### config.mk
export PLATFORM = sky130hd
export DESIGN_NAME = pmgs_slave
export DESIGN_NICKNAME = d
export VERILOG_FILES = /design/src/rtl/pmgs_pkg.sv /design/src/rtl/pmgs_edge_sync.sv /design/src/rtl/pmgs_slave.sv
export SDC_FILE = /design/constraint.sdc
export NUM_CORES = 1
export LEC_CHECK = 0
export ABC_AREA = 1
export BUFFER_PORTS_ARGS = -buffer_cell sky130_fd_sc_hd__buf_2
export CAP_MARGIN = 15
export CORE_MARGIN = 2
export CORE_UTILIZATION = 25
export DETAILED_ROUTE_END_ITERATION = 10
export HOLD_SLACK_MARGIN = 0.03
export PLACE_DENSITY_LB_ADDON = 0.1
export SKIP_CTS_REPAIR_TIMING = 1
export SKIP_LAST_GASP = 1
export SLEW_MARGIN = 20
export SYNTH_ARGS = -nofsm -noshare
export SYNTH_HDL_FRONTEND = slang
export SYNTH_HIERARCHICAL = 1
export SYNTH_SLANG_ARGS = --single-unit
### constraint.sdc
create_clock -name clk -period 48.5 [get_ports clk]
set_clock_uncertainty 0.2 [all_clocks]
set_input_delay 2.425 -clock clk [delete_from_list [all_inputs] [get_ports clk]]
set_output_delay 2.425 -clock clk [all_outputs]
set_load 0.02 [all_outputs]
### src/rtl/pmgs_pkg.sv
// Package: shared constants and types of the management serial slave
package pmgs_pkg;

  // Register file geometry
  localparam int REG_COUNT = 32;
  localparam int REG_WIDTH = 16;
  localparam int ADDR_WIDTH = 5;
  localparam int STRAP_WIDTH = 4;

  // Frame field codes
  localparam logic [1:0] START_CODE = 2'h1;
  localparam logic [1:0] OP_READ = 2'h2;
  localparam logic [1:0] OP_WRITE = 2'h1;
  localparam logic [1:0] WRITE_TURN = 2'h2;

  // Bit counts of frame fields
  localparam logic [4:0] ADDR_BITS = 5'h0a;
  localparam logic [4:0] DATA_BITS = 5'h10;

  // Indirect access register addresses
  localparam logic [4:0] IND_CTRL_ADDR = 5'h0d;
  localparam logic [4:0] IND_DATA_ADDR = 5'h0e;

  // Indirect control fields
  localparam int IND_FUNC_MSB = 15;
  localparam int IND_FUNC_LSB = 14;
  localparam int IND_CODE_MSB = 4;
  localparam logic [4:0] EXT_CODE_VENDOR = 5'h1f;
  localparam logic [4:0] EXT_CODE_PMA = 5'h01;
  localparam logic [1:0] FUNC_ADDR = 2'h0;
  localparam logic [1:0] FUNC_DATA = 2'h1;
  localparam logic [1:0] FUNC_INC_RW = 2'h2;
  localparam logic [1:0] FUNC_INC_W = 2'h3;

  // Reset values
  localparam logic [15:0] REG_RESET = 16'h0000;

  // Extended register side: one access request
  typedef struct packed {
    logic wr;
    logic rd;
    logic [4:0] code;
    logic [15:0] addr;
    logic [15:0] wdata;
  } pmgs_ext_req_t;

  // Decoded header of a frame
  typedef struct packed {
    logic [1:0] op;
    logic [4:0] dev;
    logic [4:0] reg_addr;
  } pmgs_hdr_t;

endpackage

### src/rtl/pmgs_edge_sync.sv
// Synchroniser and rising edge finder for the management clock and data pins
`timescale 1ns/100ps
module pmgs_edge_sync
(
  input wire logic clk,
  input wire logic rst,
  input wire logic mdc_pin,
  input wire logic mdio_pin,
  output logic mdc_rise,
  output logic mdio_level
);

  logic [1:0] mdc_sync_r; // Two-stage clock sampler
  logic [1:0] mdio_sync_r; // Two-stage data sampler
  logic mdc_prev_r; // Previous settled clock level
  logic [1:0] mdc_sync_nxt;
  logic [1:0] mdio_sync_nxt;
  logic mdc_prev_nxt;

  // Next values of the samplers
  always_comb
  begin
    mdc_sync_nxt = {mdc_sync_r[0], mdc_pin};
    mdio_sync_nxt = {mdio_sync_r[0], mdio_pin};
    mdc_prev_nxt = mdc_sync_r[1];
  end

  // Register the samplers
  always_ff @(posedge clk or posedge rst)
  begin
    if (rst)
    begin
      mdc_sync_r <= 2'h0;
      mdio_sync_r <= 2'h3;
      mdc_prev_r <= 1'b0;
    end
    else
    begin
      mdc_sync_r <= mdc_sync_nxt;
      mdio_sync_r <= mdio_sync_nxt;
      mdc_prev_r <= mdc_prev_nxt;
    end
  end

  // Rising edge only from settled stages
  assign mdc_rise = mdc_sync_r[1] & ~mdc_prev_r;
  assign mdio_level = mdio_sync_r[1];

endmodule

### src/rtl/pmgs_slave.sv
// Management serial slave: frame decoder, 32 direct registers, indirect access
`timescale 1ns/100ps
// Contract
// - Decoding survives stopped management clock
// - Sample on rising edge, drive away
// - Line undriven in idle and first turnaround bit
// - Four-bit station address caught at reset
// - Register field selects one of 32
// - Frame starts only on 01 code
// - Two-bit turnaround before data field
// - Nobody drives first read turnaround bit
// - Read drives zero then data MSB-first
// - Indirect access via registers 0xD, 0xE
// - Only extended codes 11111, 00001 accepted
module pmgs_slave
#(
  parameter int STRAP_W = pmgs_pkg::STRAP_WIDTH
)
(
  input wire logic clk,
  input wire logic rst,
  input wire logic mdc,
  input wire logic mdio_in,
  output logic mdio_out,
  output logic mdio_oe,
  input wire logic [STRAP_W-1:0] station_address_strap,
  output logic [STRAP_W-1:0] station_address,
  output pmgs_pkg::pmgs_ext_req_t ext_req,
  input wire logic [15:0] ext_rdata
);

  typedef enum logic [2:0] {ST_IDLE, ST_START, ST_HDR, ST_TURN, ST_DATA} pmgs_state_t;

  logic mdc_rise; // One-cycle strobe per rising clock edge
  logic mdio_s; // Settled data level

  pmgs_edge_sync u_sync
  (
    .clk(clk),
    .rst(rst),
    .mdc_pin(mdc),
    .mdio_pin(mdio_in),
    .mdc_rise(mdc_rise),
    .mdio_level(mdio_s)
  );

  pmgs_state_t state_r, state_nxt; // Frame decoder state
  logic [4:0] cnt_r, cnt_nxt; // Bit counter within field
  logic [11:0] hdr_r, hdr_nxt; // Opcode, device and register fields
  logic [15:0] shift_r, shift_nxt; // Data shifter
  logic hit_r, hit_nxt; // Frame is for this station, read
  logic mdio_out_r, mdio_out_nxt;
  logic mdio_oe_r, mdio_oe_nxt;
  logic [15:0] regs_r [pmgs_pkg::REG_COUNT]; // Direct register file
  logic wr_en; // Write commit strobe
  logic [15:0] wr_data;
  logic [STRAP_W-1:0] addr_r; // Latched station address
  logic strap_done_r; // Address captured after reset release
  logic [15:0] ind_addr_r, ind_addr_nxt; // Extended address register
  pmgs_pkg::pmgs_ext_req_t ext_r, ext_nxt;
  pmgs_pkg::pmgs_hdr_t hdr;
  logic [15:0] rd_word; // Word presented on a read
  logic code_ok; // Indirect code is a supported one
  logic [1:0] func; // Indirect access function

  assign hdr = pmgs_pkg::pmgs_hdr_t'(hdr_r);
  assign func = regs_r[pmgs_pkg::IND_CTRL_ADDR][pmgs_pkg::IND_FUNC_MSB:pmgs_pkg::IND_FUNC_LSB];

  // Supported extended code check
  function automatic logic ext_code_ok(input logic [4:0] code);
    ext_code_ok = (code == pmgs_pkg::EXT_CODE_VENDOR) || (code == pmgs_pkg::EXT_CODE_PMA);
  endfunction

  assign code_ok = ext_code_ok(regs_r[pmgs_pkg::IND_CTRL_ADDR][pmgs_pkg::IND_CODE_MSB:0]);

  // Read source: indirect data window or direct register
  always_comb
  begin
    rd_word = regs_r[hdr.reg_addr];
    if (hdr.reg_addr == pmgs_pkg::IND_DATA_ADDR)
    begin
      if (!code_ok)
        rd_word = 16'h0000;
      else if (func == pmgs_pkg::FUNC_ADDR)
        rd_word = ind_addr_r;
      else
        rd_word = ext_rdata;
    end
  end

  // Frame decoder next state; advances only on a clock edge, so a stopped clock just waits
  always_comb
  begin
    state_nxt = state_r;
    cnt_nxt = cnt_r;
    hdr_nxt = hdr_r;
    shift_nxt = shift_r;
    hit_nxt = hit_r;
    mdio_out_nxt = mdio_out_r;
    mdio_oe_nxt = mdio_oe_r;
    wr_en = 1'b0;
    wr_data = shift_r;
    if (mdc_rise)
    begin
      unique case (state_r)
        ST_IDLE:
        begin
          mdio_oe_nxt = 1'b0;
          if (!mdio_s)
            state_nxt = ST_START; // First start bit seen
        end
        ST_START:
        begin
          if (mdio_s)
          begin
            state_nxt = ST_HDR;
            cnt_nxt = 5'h00;
          end
          else
            state_nxt = ST_IDLE;
        end
        ST_HDR:
        begin
          hdr_nxt = {hdr_r[10:0], mdio_s};
          cnt_nxt = cnt_r + 5'h01;
          if (cnt_r == 5'h01 && {hdr_r[0], mdio_s} != pmgs_pkg::OP_READ
              && {hdr_r[0], mdio_s} != pmgs_pkg::OP_WRITE)
            state_nxt = ST_IDLE;
          else if (cnt_r == pmgs_pkg::ADDR_BITS + 5'h01)
          begin
            state_nxt = ST_TURN;
            cnt_nxt = 5'h00;
          end
        end
        ST_TURN:
        begin
          cnt_nxt = cnt_r + 5'h01;
          hit_nxt = (hdr.op == pmgs_pkg::OP_READ)
                    && (hdr.dev == {{(5-STRAP_W){1'b0}}, addr_r});
          if (cnt_r == 5'h00)
          begin
            // Released during first bit; zero driven for the second
            mdio_oe_nxt = hit_nxt;
            mdio_out_nxt = 1'b0;
            shift_nxt = rd_word;
          end
          else
          begin
            state_nxt = ST_DATA;
            cnt_nxt = 5'h00;
            mdio_out_nxt = shift_r[15];
            shift_nxt = {shift_r[14:0], 1'b0};
          end
        end
        ST_DATA:
        begin
          cnt_nxt = cnt_r + 5'h01;
          if (hit_r)
          begin
            mdio_out_nxt = shift_r[15];
            shift_nxt = {shift_r[14:0], 1'b0};
          end
          else
            shift_nxt = {shift_r[14:0], mdio_s};
          if (cnt_r == pmgs_pkg::DATA_BITS - 5'h01)
          begin
            state_nxt = ST_IDLE;
            mdio_oe_nxt = 1'b0;
            hit_nxt = 1'b0;
            wr_data = {shift_r[14:0], mdio_s};
            wr_en = (hdr.op == pmgs_pkg::OP_WRITE)
                    && (hdr.dev == {{(5-STRAP_W){1'b0}}, addr_r});
          end
        end
        default:
          state_nxt = ST_IDLE;
      endcase
    end
  end

  // Indirect access: address register update and extended requests
  always_comb
  begin
    ind_addr_nxt = ind_addr_r;
    ext_nxt = '0;
    ext_nxt.code = regs_r[pmgs_pkg::IND_CTRL_ADDR][pmgs_pkg::IND_CODE_MSB:0];
    ext_nxt.addr = ind_addr_r;
    ext_nxt.wdata = wr_data;
    if (hdr.reg_addr == pmgs_pkg::IND_DATA_ADDR && code_ok)
    begin
      if (wr_en)
      begin
        if (func == pmgs_pkg::FUNC_ADDR)
          ind_addr_nxt = wr_data;
        else
        begin
          ext_nxt.wr = 1'b1;
          if (func != pmgs_pkg::FUNC_DATA)
            ind_addr_nxt = ind_addr_r + 16'h0001;
        end
      end
      else if (mdc_rise && state_r == ST_DATA && hit_r && cnt_r == pmgs_pkg::DATA_BITS - 5'h01
               && func != pmgs_pkg::FUNC_ADDR)
      begin
        ext_nxt.rd = 1'b1; // Read completed
        if (func == pmgs_pkg::FUNC_INC_RW)
          ind_addr_nxt = ind_addr_r + 16'h0001;
      end
    end
  end

  // Decoder, outputs and indirect state registers
  always_ff @(posedge clk or posedge rst)
  begin
    if (rst)
    begin
      state_r <= ST_IDLE;
      cnt_r <= 5'h00;
      hdr_r <= 12'h000;
      shift_r <= 16'h0000;
      hit_r <= 1'b0;
      mdio_out_r <= 1'b0;
      mdio_oe_r <= 1'b0;
      ind_addr_r <= 16'h0000;
      ext_r <= '0;
    end
    else
    begin
      state_r <= state_nxt;
      cnt_r <= cnt_nxt;
      hdr_r <= hdr_nxt;
      shift_r <= shift_nxt;
      hit_r <= hit_nxt;
      mdio_out_r <= mdio_out_nxt;
      mdio_oe_r <= mdio_oe_nxt;
      ind_addr_r <= ind_addr_nxt;
      ext_r <= ext_nxt;
    end
  end

  // Direct register file writes
  always_ff @(posedge clk or posedge rst)
  begin
    if (rst)
    begin
      for (int i = 0; i < pmgs_pkg::REG_COUNT; i++)
        regs_r[i] <= pmgs_pkg::REG_RESET;
    end
    else if (wr_en && hdr.reg_addr != pmgs_pkg::IND_DATA_ADDR)
      regs_r[hdr.reg_addr] <= wr_data;
  end

  // Station address strap, caught on the first edge after reset release
  always_ff @(posedge clk or posedge rst)
  begin
    if (rst)
    begin
      addr_r <= '0;
      strap_done_r <= 1'b0;
    end
    else if (!strap_done_r)
    begin
      addr_r <= station_address_strap;
      strap_done_r <= 1'b1;
    end
  end

  assign mdio_out = mdio_out_r;
  assign mdio_oe = mdio_oe_r;
  assign station_address = addr_r;
  assign ext_req = ext_r;

endmodule

==> Yosys cells after proc, flatten, opt, wreduce, memory -nomap -nowiden <==
Index checks and enable logic that the tools add are counted.
W data, S select, Z words.
{ "word_totals": {"ff_bits": 616, "elab_cells": 159} }
{ "classes": {"n_addsub": 2, "order_cmp": 2, "eq_ne": 26, "muxes": 47, "n_bitwise": 3, "n_reduce_logical": 29} }
{ "op_table": {"columns": ["op", "n"], "rows": [
  ["$bwmux W512", 1],
  ["$mux W16", 15],
  ["$bmux W16 S5", 1],
  ["$demux W16 S5", 1],
  ["$pmux W16 S2", 1],
  ["$mux W5", 4],
  ["$pmux W5 S4", 1],
  ["$add A16 B1 Y16 const B", 1],
  ["$eq A5 B4 Y1 const B", 3],
  ["$mux W3", 5],
  ["$pmux W3 S5", 1],
  ["$mux W1", 12],
  ["$ne A2 B2 Y1 const B", 6],
  ["$logic_and A1 B1 Y1", 11],
  ["$eq A5 B1 Y1 const B", 2],
  ["$reduce_and A3 Y1", 3],
  ["$reduce_and A4 Y1", 2],
  ["$reduce_bool A2 Y1", 4],
  ["$eq A3 B2 Y1 const B", 2],
  ["$ge A6 B6 Y1 const B", 1],
  ["$lt A6 B1 Y1 const B", 1],
  ["$ne A2 B1 Y1 const B", 3],
  ["$not A5 Y6", 1],
  ["$add A5 B1 Y5 const B", 1],
  ["22 further kinds", 26]
]} }

==> Depth between registers and ports, before layout <==
{ "logic_depth": {"word_depth": 9, "mapped_depth": 15} }

==> By module <==
The synthesis kept the hierarchy.
{ "by_module_without_submodules": {"columns": ["module", "n_inst", "cells_per_inst", "area_each_um2", "seq_area_each_um2"], "rows": [
  ["pmgs_slave", 1, 3338, 26958.4, 15289.7],
  ["pmgs_edge_sync", 1, 8, 141.4, 127.6]
]} }

==> Worst setup path after synthesis <==
OpenSTA, ideal clock, no wires.
{ "synth_timing": {"path_type": "input port to flip-flop", "start": "input port ext_rdata[0]", "end": "register shift_r[0]", "setup_time_ns": 0.123, "arrival_ns": 2.865, "required_ns": 48.177, "path_slack_ns": 45.311, "path_stages": 5, "path_buffers": 0, "cell_sequence": "mux2_2 -> nand3_1 -> nand2_1 -> nand2_1 -> a21oi_1"} }
{ "synth_between": {"elab_chain_len": 5} }
{ "synth_lines": {"columns": ["element", "line", "rtl"], "rows": [
  ["start: declaration", "pmgs_slave.sv:29", "input wire logic [15:0] ext_rdata"],
  ["$mux W16", "pmgs_slave.sv:84", "else if (func == pmgs_pkg::FUNC_ADDR)"],
  ["$mux W16", "pmgs_slave.sv:82", "if (!code_ok)"],
  ["$mux W16", "pmgs_slave.sv:80", "if (hdr.reg_addr == pmgs_pkg::IND_DATA_ADDR)"],
  ["$mux W16", "pmgs_slave.sv:140", "if (cnt_r == 5'h00)"],
  ["$pmux W16 S2", "pmgs_slave.sv:105", "unique case (state_r)"],
  ["end signal: assignment", "pmgs_slave.sv:232", "shift_r <= shift_nxt;"],
  ["end: declaration", "pmgs_slave.sv:50", "logic [15:0] shift_r, shift_nxt;"]
]} }
Every way passes these cells.
A chain may end at the register's enable or synchronous reset.

==> reports/metrics.cfg <==
[setup_path]
arrival_ps = 4850
cp.required_ps = 48890
endpoint_kind = asynchronous set/reset pin
cp-start-kind = input pin
cp_max_fo = 152
critical_path_class = in2async

[synthesis]
synth_cell_types = 37
synth_seq_area_share_pct = 56.9
syn_area_sq_mm = 0.0271
ys_ff_latch = 616
synth_edf_count = 0
synthesis.nets = 3375
ys_warn_count = 6
synthFlopType = dfrtp_1
avgSynthCellArea_sq_um = 8.10
async_reset_ff_share_pct = 100
synthCells = 3346

[power]
p_per_area_mw_per_mm2 = 43.9
leakage_nw = 14.5
finalPower_mw = 1.38
irDropWorstVdd_v = 0.0000206

[sta]
setup_viol = 0
setup_tns_ps = 0
slew_headroom_pct = 30.1
fmax_ghz = 0.224
fin_crit_sh_pct = 9.19
finalMaxSlewViolations = 0
final-hold-violation-count = 0
worst_slew_pin_slew_ps = 1050
finalCriticalPeriod_ps = 4460
grt_setup_unrepaired = false

[final_layout]
fillers = 11700
syn_to_final_growth_pct = 15.7
nNetsFinal = 3336
mostFrequentLayoutCells = 1483 x nand2_1, 614 x dfrtp_1, 525 x o21ai_0
final_common_cell = nand2_1
final_layout_size_suffix_gt1_share_pct = 8.81
utilization_pct = 29.2

[clock_network]
cts-root-buf = clkbuf_16
clock_sinks = 616
clk_latency_ps = 640
cts_tree = done
cts_buffers = 78
clk_path_buf_depth = 3
cts.clk_slew.worst_paths_ps = 50
htree_levels = 3

[detailed_routing]
antenna_left = 0
wire_per_inst_um = 20.8
drtIter0Drc = 1791
vias = 21900
drc = 0
firstDrtPassIters = 5
via_per_inst = 4.61
wirelength_mm = 99.0

[outcome]
outcome = complete, no violations

[global_routing]
gr-total-overflow = 0
antenna_found_initial = 5
grt_pass1_wl_mm = 150
track_usage_pct = 18.1
grt_pass1_vias = 22100
grt_max_degree = 156

[die]
die_area_sq_mm = 0.111
io-pin-count = 69
fp.dieH_um = 333
floorplan.initialDensity_pct = 25.2
fp.dieW_um = 333
core_sq_mm = 0.107
fp-row-count = 120

[job]
maxCapViolations = 0

[placement]
portBuffers = 68
place_congestion = 0.774
dp_hpwl_mm = 59.4

[hold_path]
hold_path.class = reg2reg

-- kinds of logic (layout without fill, tap and decap cells) --
group	Yosys count	count (layout)	share of synthesized area, %
flip-flops	616	616	56.9
XOR/XNOR	11	11	0.356
AO/OA/AOI/OAI	612	612	11.4
other	1	4	0.0138
buffers and inverters	350	362	4.94
multiplexers	9	9	0.356
AND/OR/NAND/NOR	1742	1742	25.8
adder cells (fa/ha/maj)	5	5	0.231
-- registers in the layout (all words and copies together), names as in the netlist, 2 cells and up --
signal,count
ext_nxt,5
u_sync/mdc_sync_r,2
u_sync/mdio_sync_r,2
cnt_r,5
ind_addr_r,16
hdr,12
state_r,3
shift_r,16
ext_req,39
func,2
regs_r,505
station_address,4
-- layout make-up --
| type | count | area [sq um] | share of cell area [%] |
|---|---|---|---|
| diodes | 3 | 7.51 | 0.0239 |
| clock buffers | 114 | 2280 | 7.27 |
| clock inverters | 17 | 179 | 0.571 |
| inverters | 101 | 389 | 1.24 |
| multi-input cells | 2380 | 10500 | 33.5 |
| flip-flops and latches | 616 | 15400 | 49.2 |
| well taps | 1403 | 1760 | 5.60 |
| repair buffers | 130 | 831 | 2.65 |
-- synthesized netlist by cell type (2+ instances only) --
master | instances | area (sq um)
a21oi_1 | 27 | 135
buf_1 | 7 | 26.3
buf_2 | 18 | 90.1
clkbuf_1 | 223 | 837
dfrtp_1 | 614 | 15400
dfstp_2 | 2 | 52.6
ha_1 | 5 | 62.6
inv_1 | 96 | 360
inv_2 | 4 | 15.0
mux2_2 | 5 | 56.3
mux2i_1 | 4 | 40.0
nand2_1 | 1493 | 5600
nand3_1 | 25 | 125
nand4_1 | 131 | 820
nor2_1 | 68 | 255
nor2_2 | 2 | 12.5
nor2_4 | 2 | 22.5
nor3_1 | 14 | 70.1
nor3_4 | 2 | 32.5
o21a_1 | 11 | 82.6
o21ai_0 | 532 | 2660
o21ai_1 | 37 | 185
xnor2_1 | 2 | 17.5
xor2_1 | 9 | 78.8
-- final timing paths --
path | startpoint | end | slack, ps | cells after the start
setup / recovery | rst | regs_r[310] | 44040 | 4
hold / removal | u_sync/mdio_sync_r[0] | u_sync/mdio_sync_r[1] | 160 | 0
setup reg to reg | hdr[4] | ind_addr_r[3] | 44640 | 11
hold reg to reg | u_sync/mdio_sync_r[0] | u_sync/mdio_sync_r[1] | 160 | 0
max in group clk | hdr[4] | ind_addr_r[3] | 44640 | 11
min in group asynchronous | rst | u_sync/mdc_sync_r[1] | 1540 | 2
-- power by group --
part | internal [mW] | total [mW] | switching (mW)
clock | 0.339 | 0.569 | 0.230
sequential | 0.531 | 0.543 | 0.0118
combinational | 0.0433 | 0.263 | 0.220
total | 0.914 | 1.38 | 0.462
-- per-layer routing --
layer | global-route usage (%) | share of wire (%) | vias up
li1 | - | - | 10700
met1 | 25.9 | 49 | 10800
met2 | 28.7 | 45 | 327
met3 | 2.48 | 3.3 | 111
met4 | 4.33 | 2.2 | 0
met5 | 0 | 0 | -
-- metrics by stage --
step | instances | hold slack, ps | area, sq um | worst slack [ps]
after floorplan | 3346 | 131 | 27100 | 28770
after global placement | 4630 | 148 | 28900 | 43190
after detailed placement | 4630 | 148 | 28900 | 43200
after CTS | 4761 | 157 | 31300 | 43900
after global routing | 4761 | 168 | 31300 | 43670
final | 4764 | 155 | 31400 | 44040
-- critical path, stage by stage --
cell and delay (ps):
buf_2 130, inv_8 520, buf_4 800, buf_12 570
(Power assumes the default switching activity.)
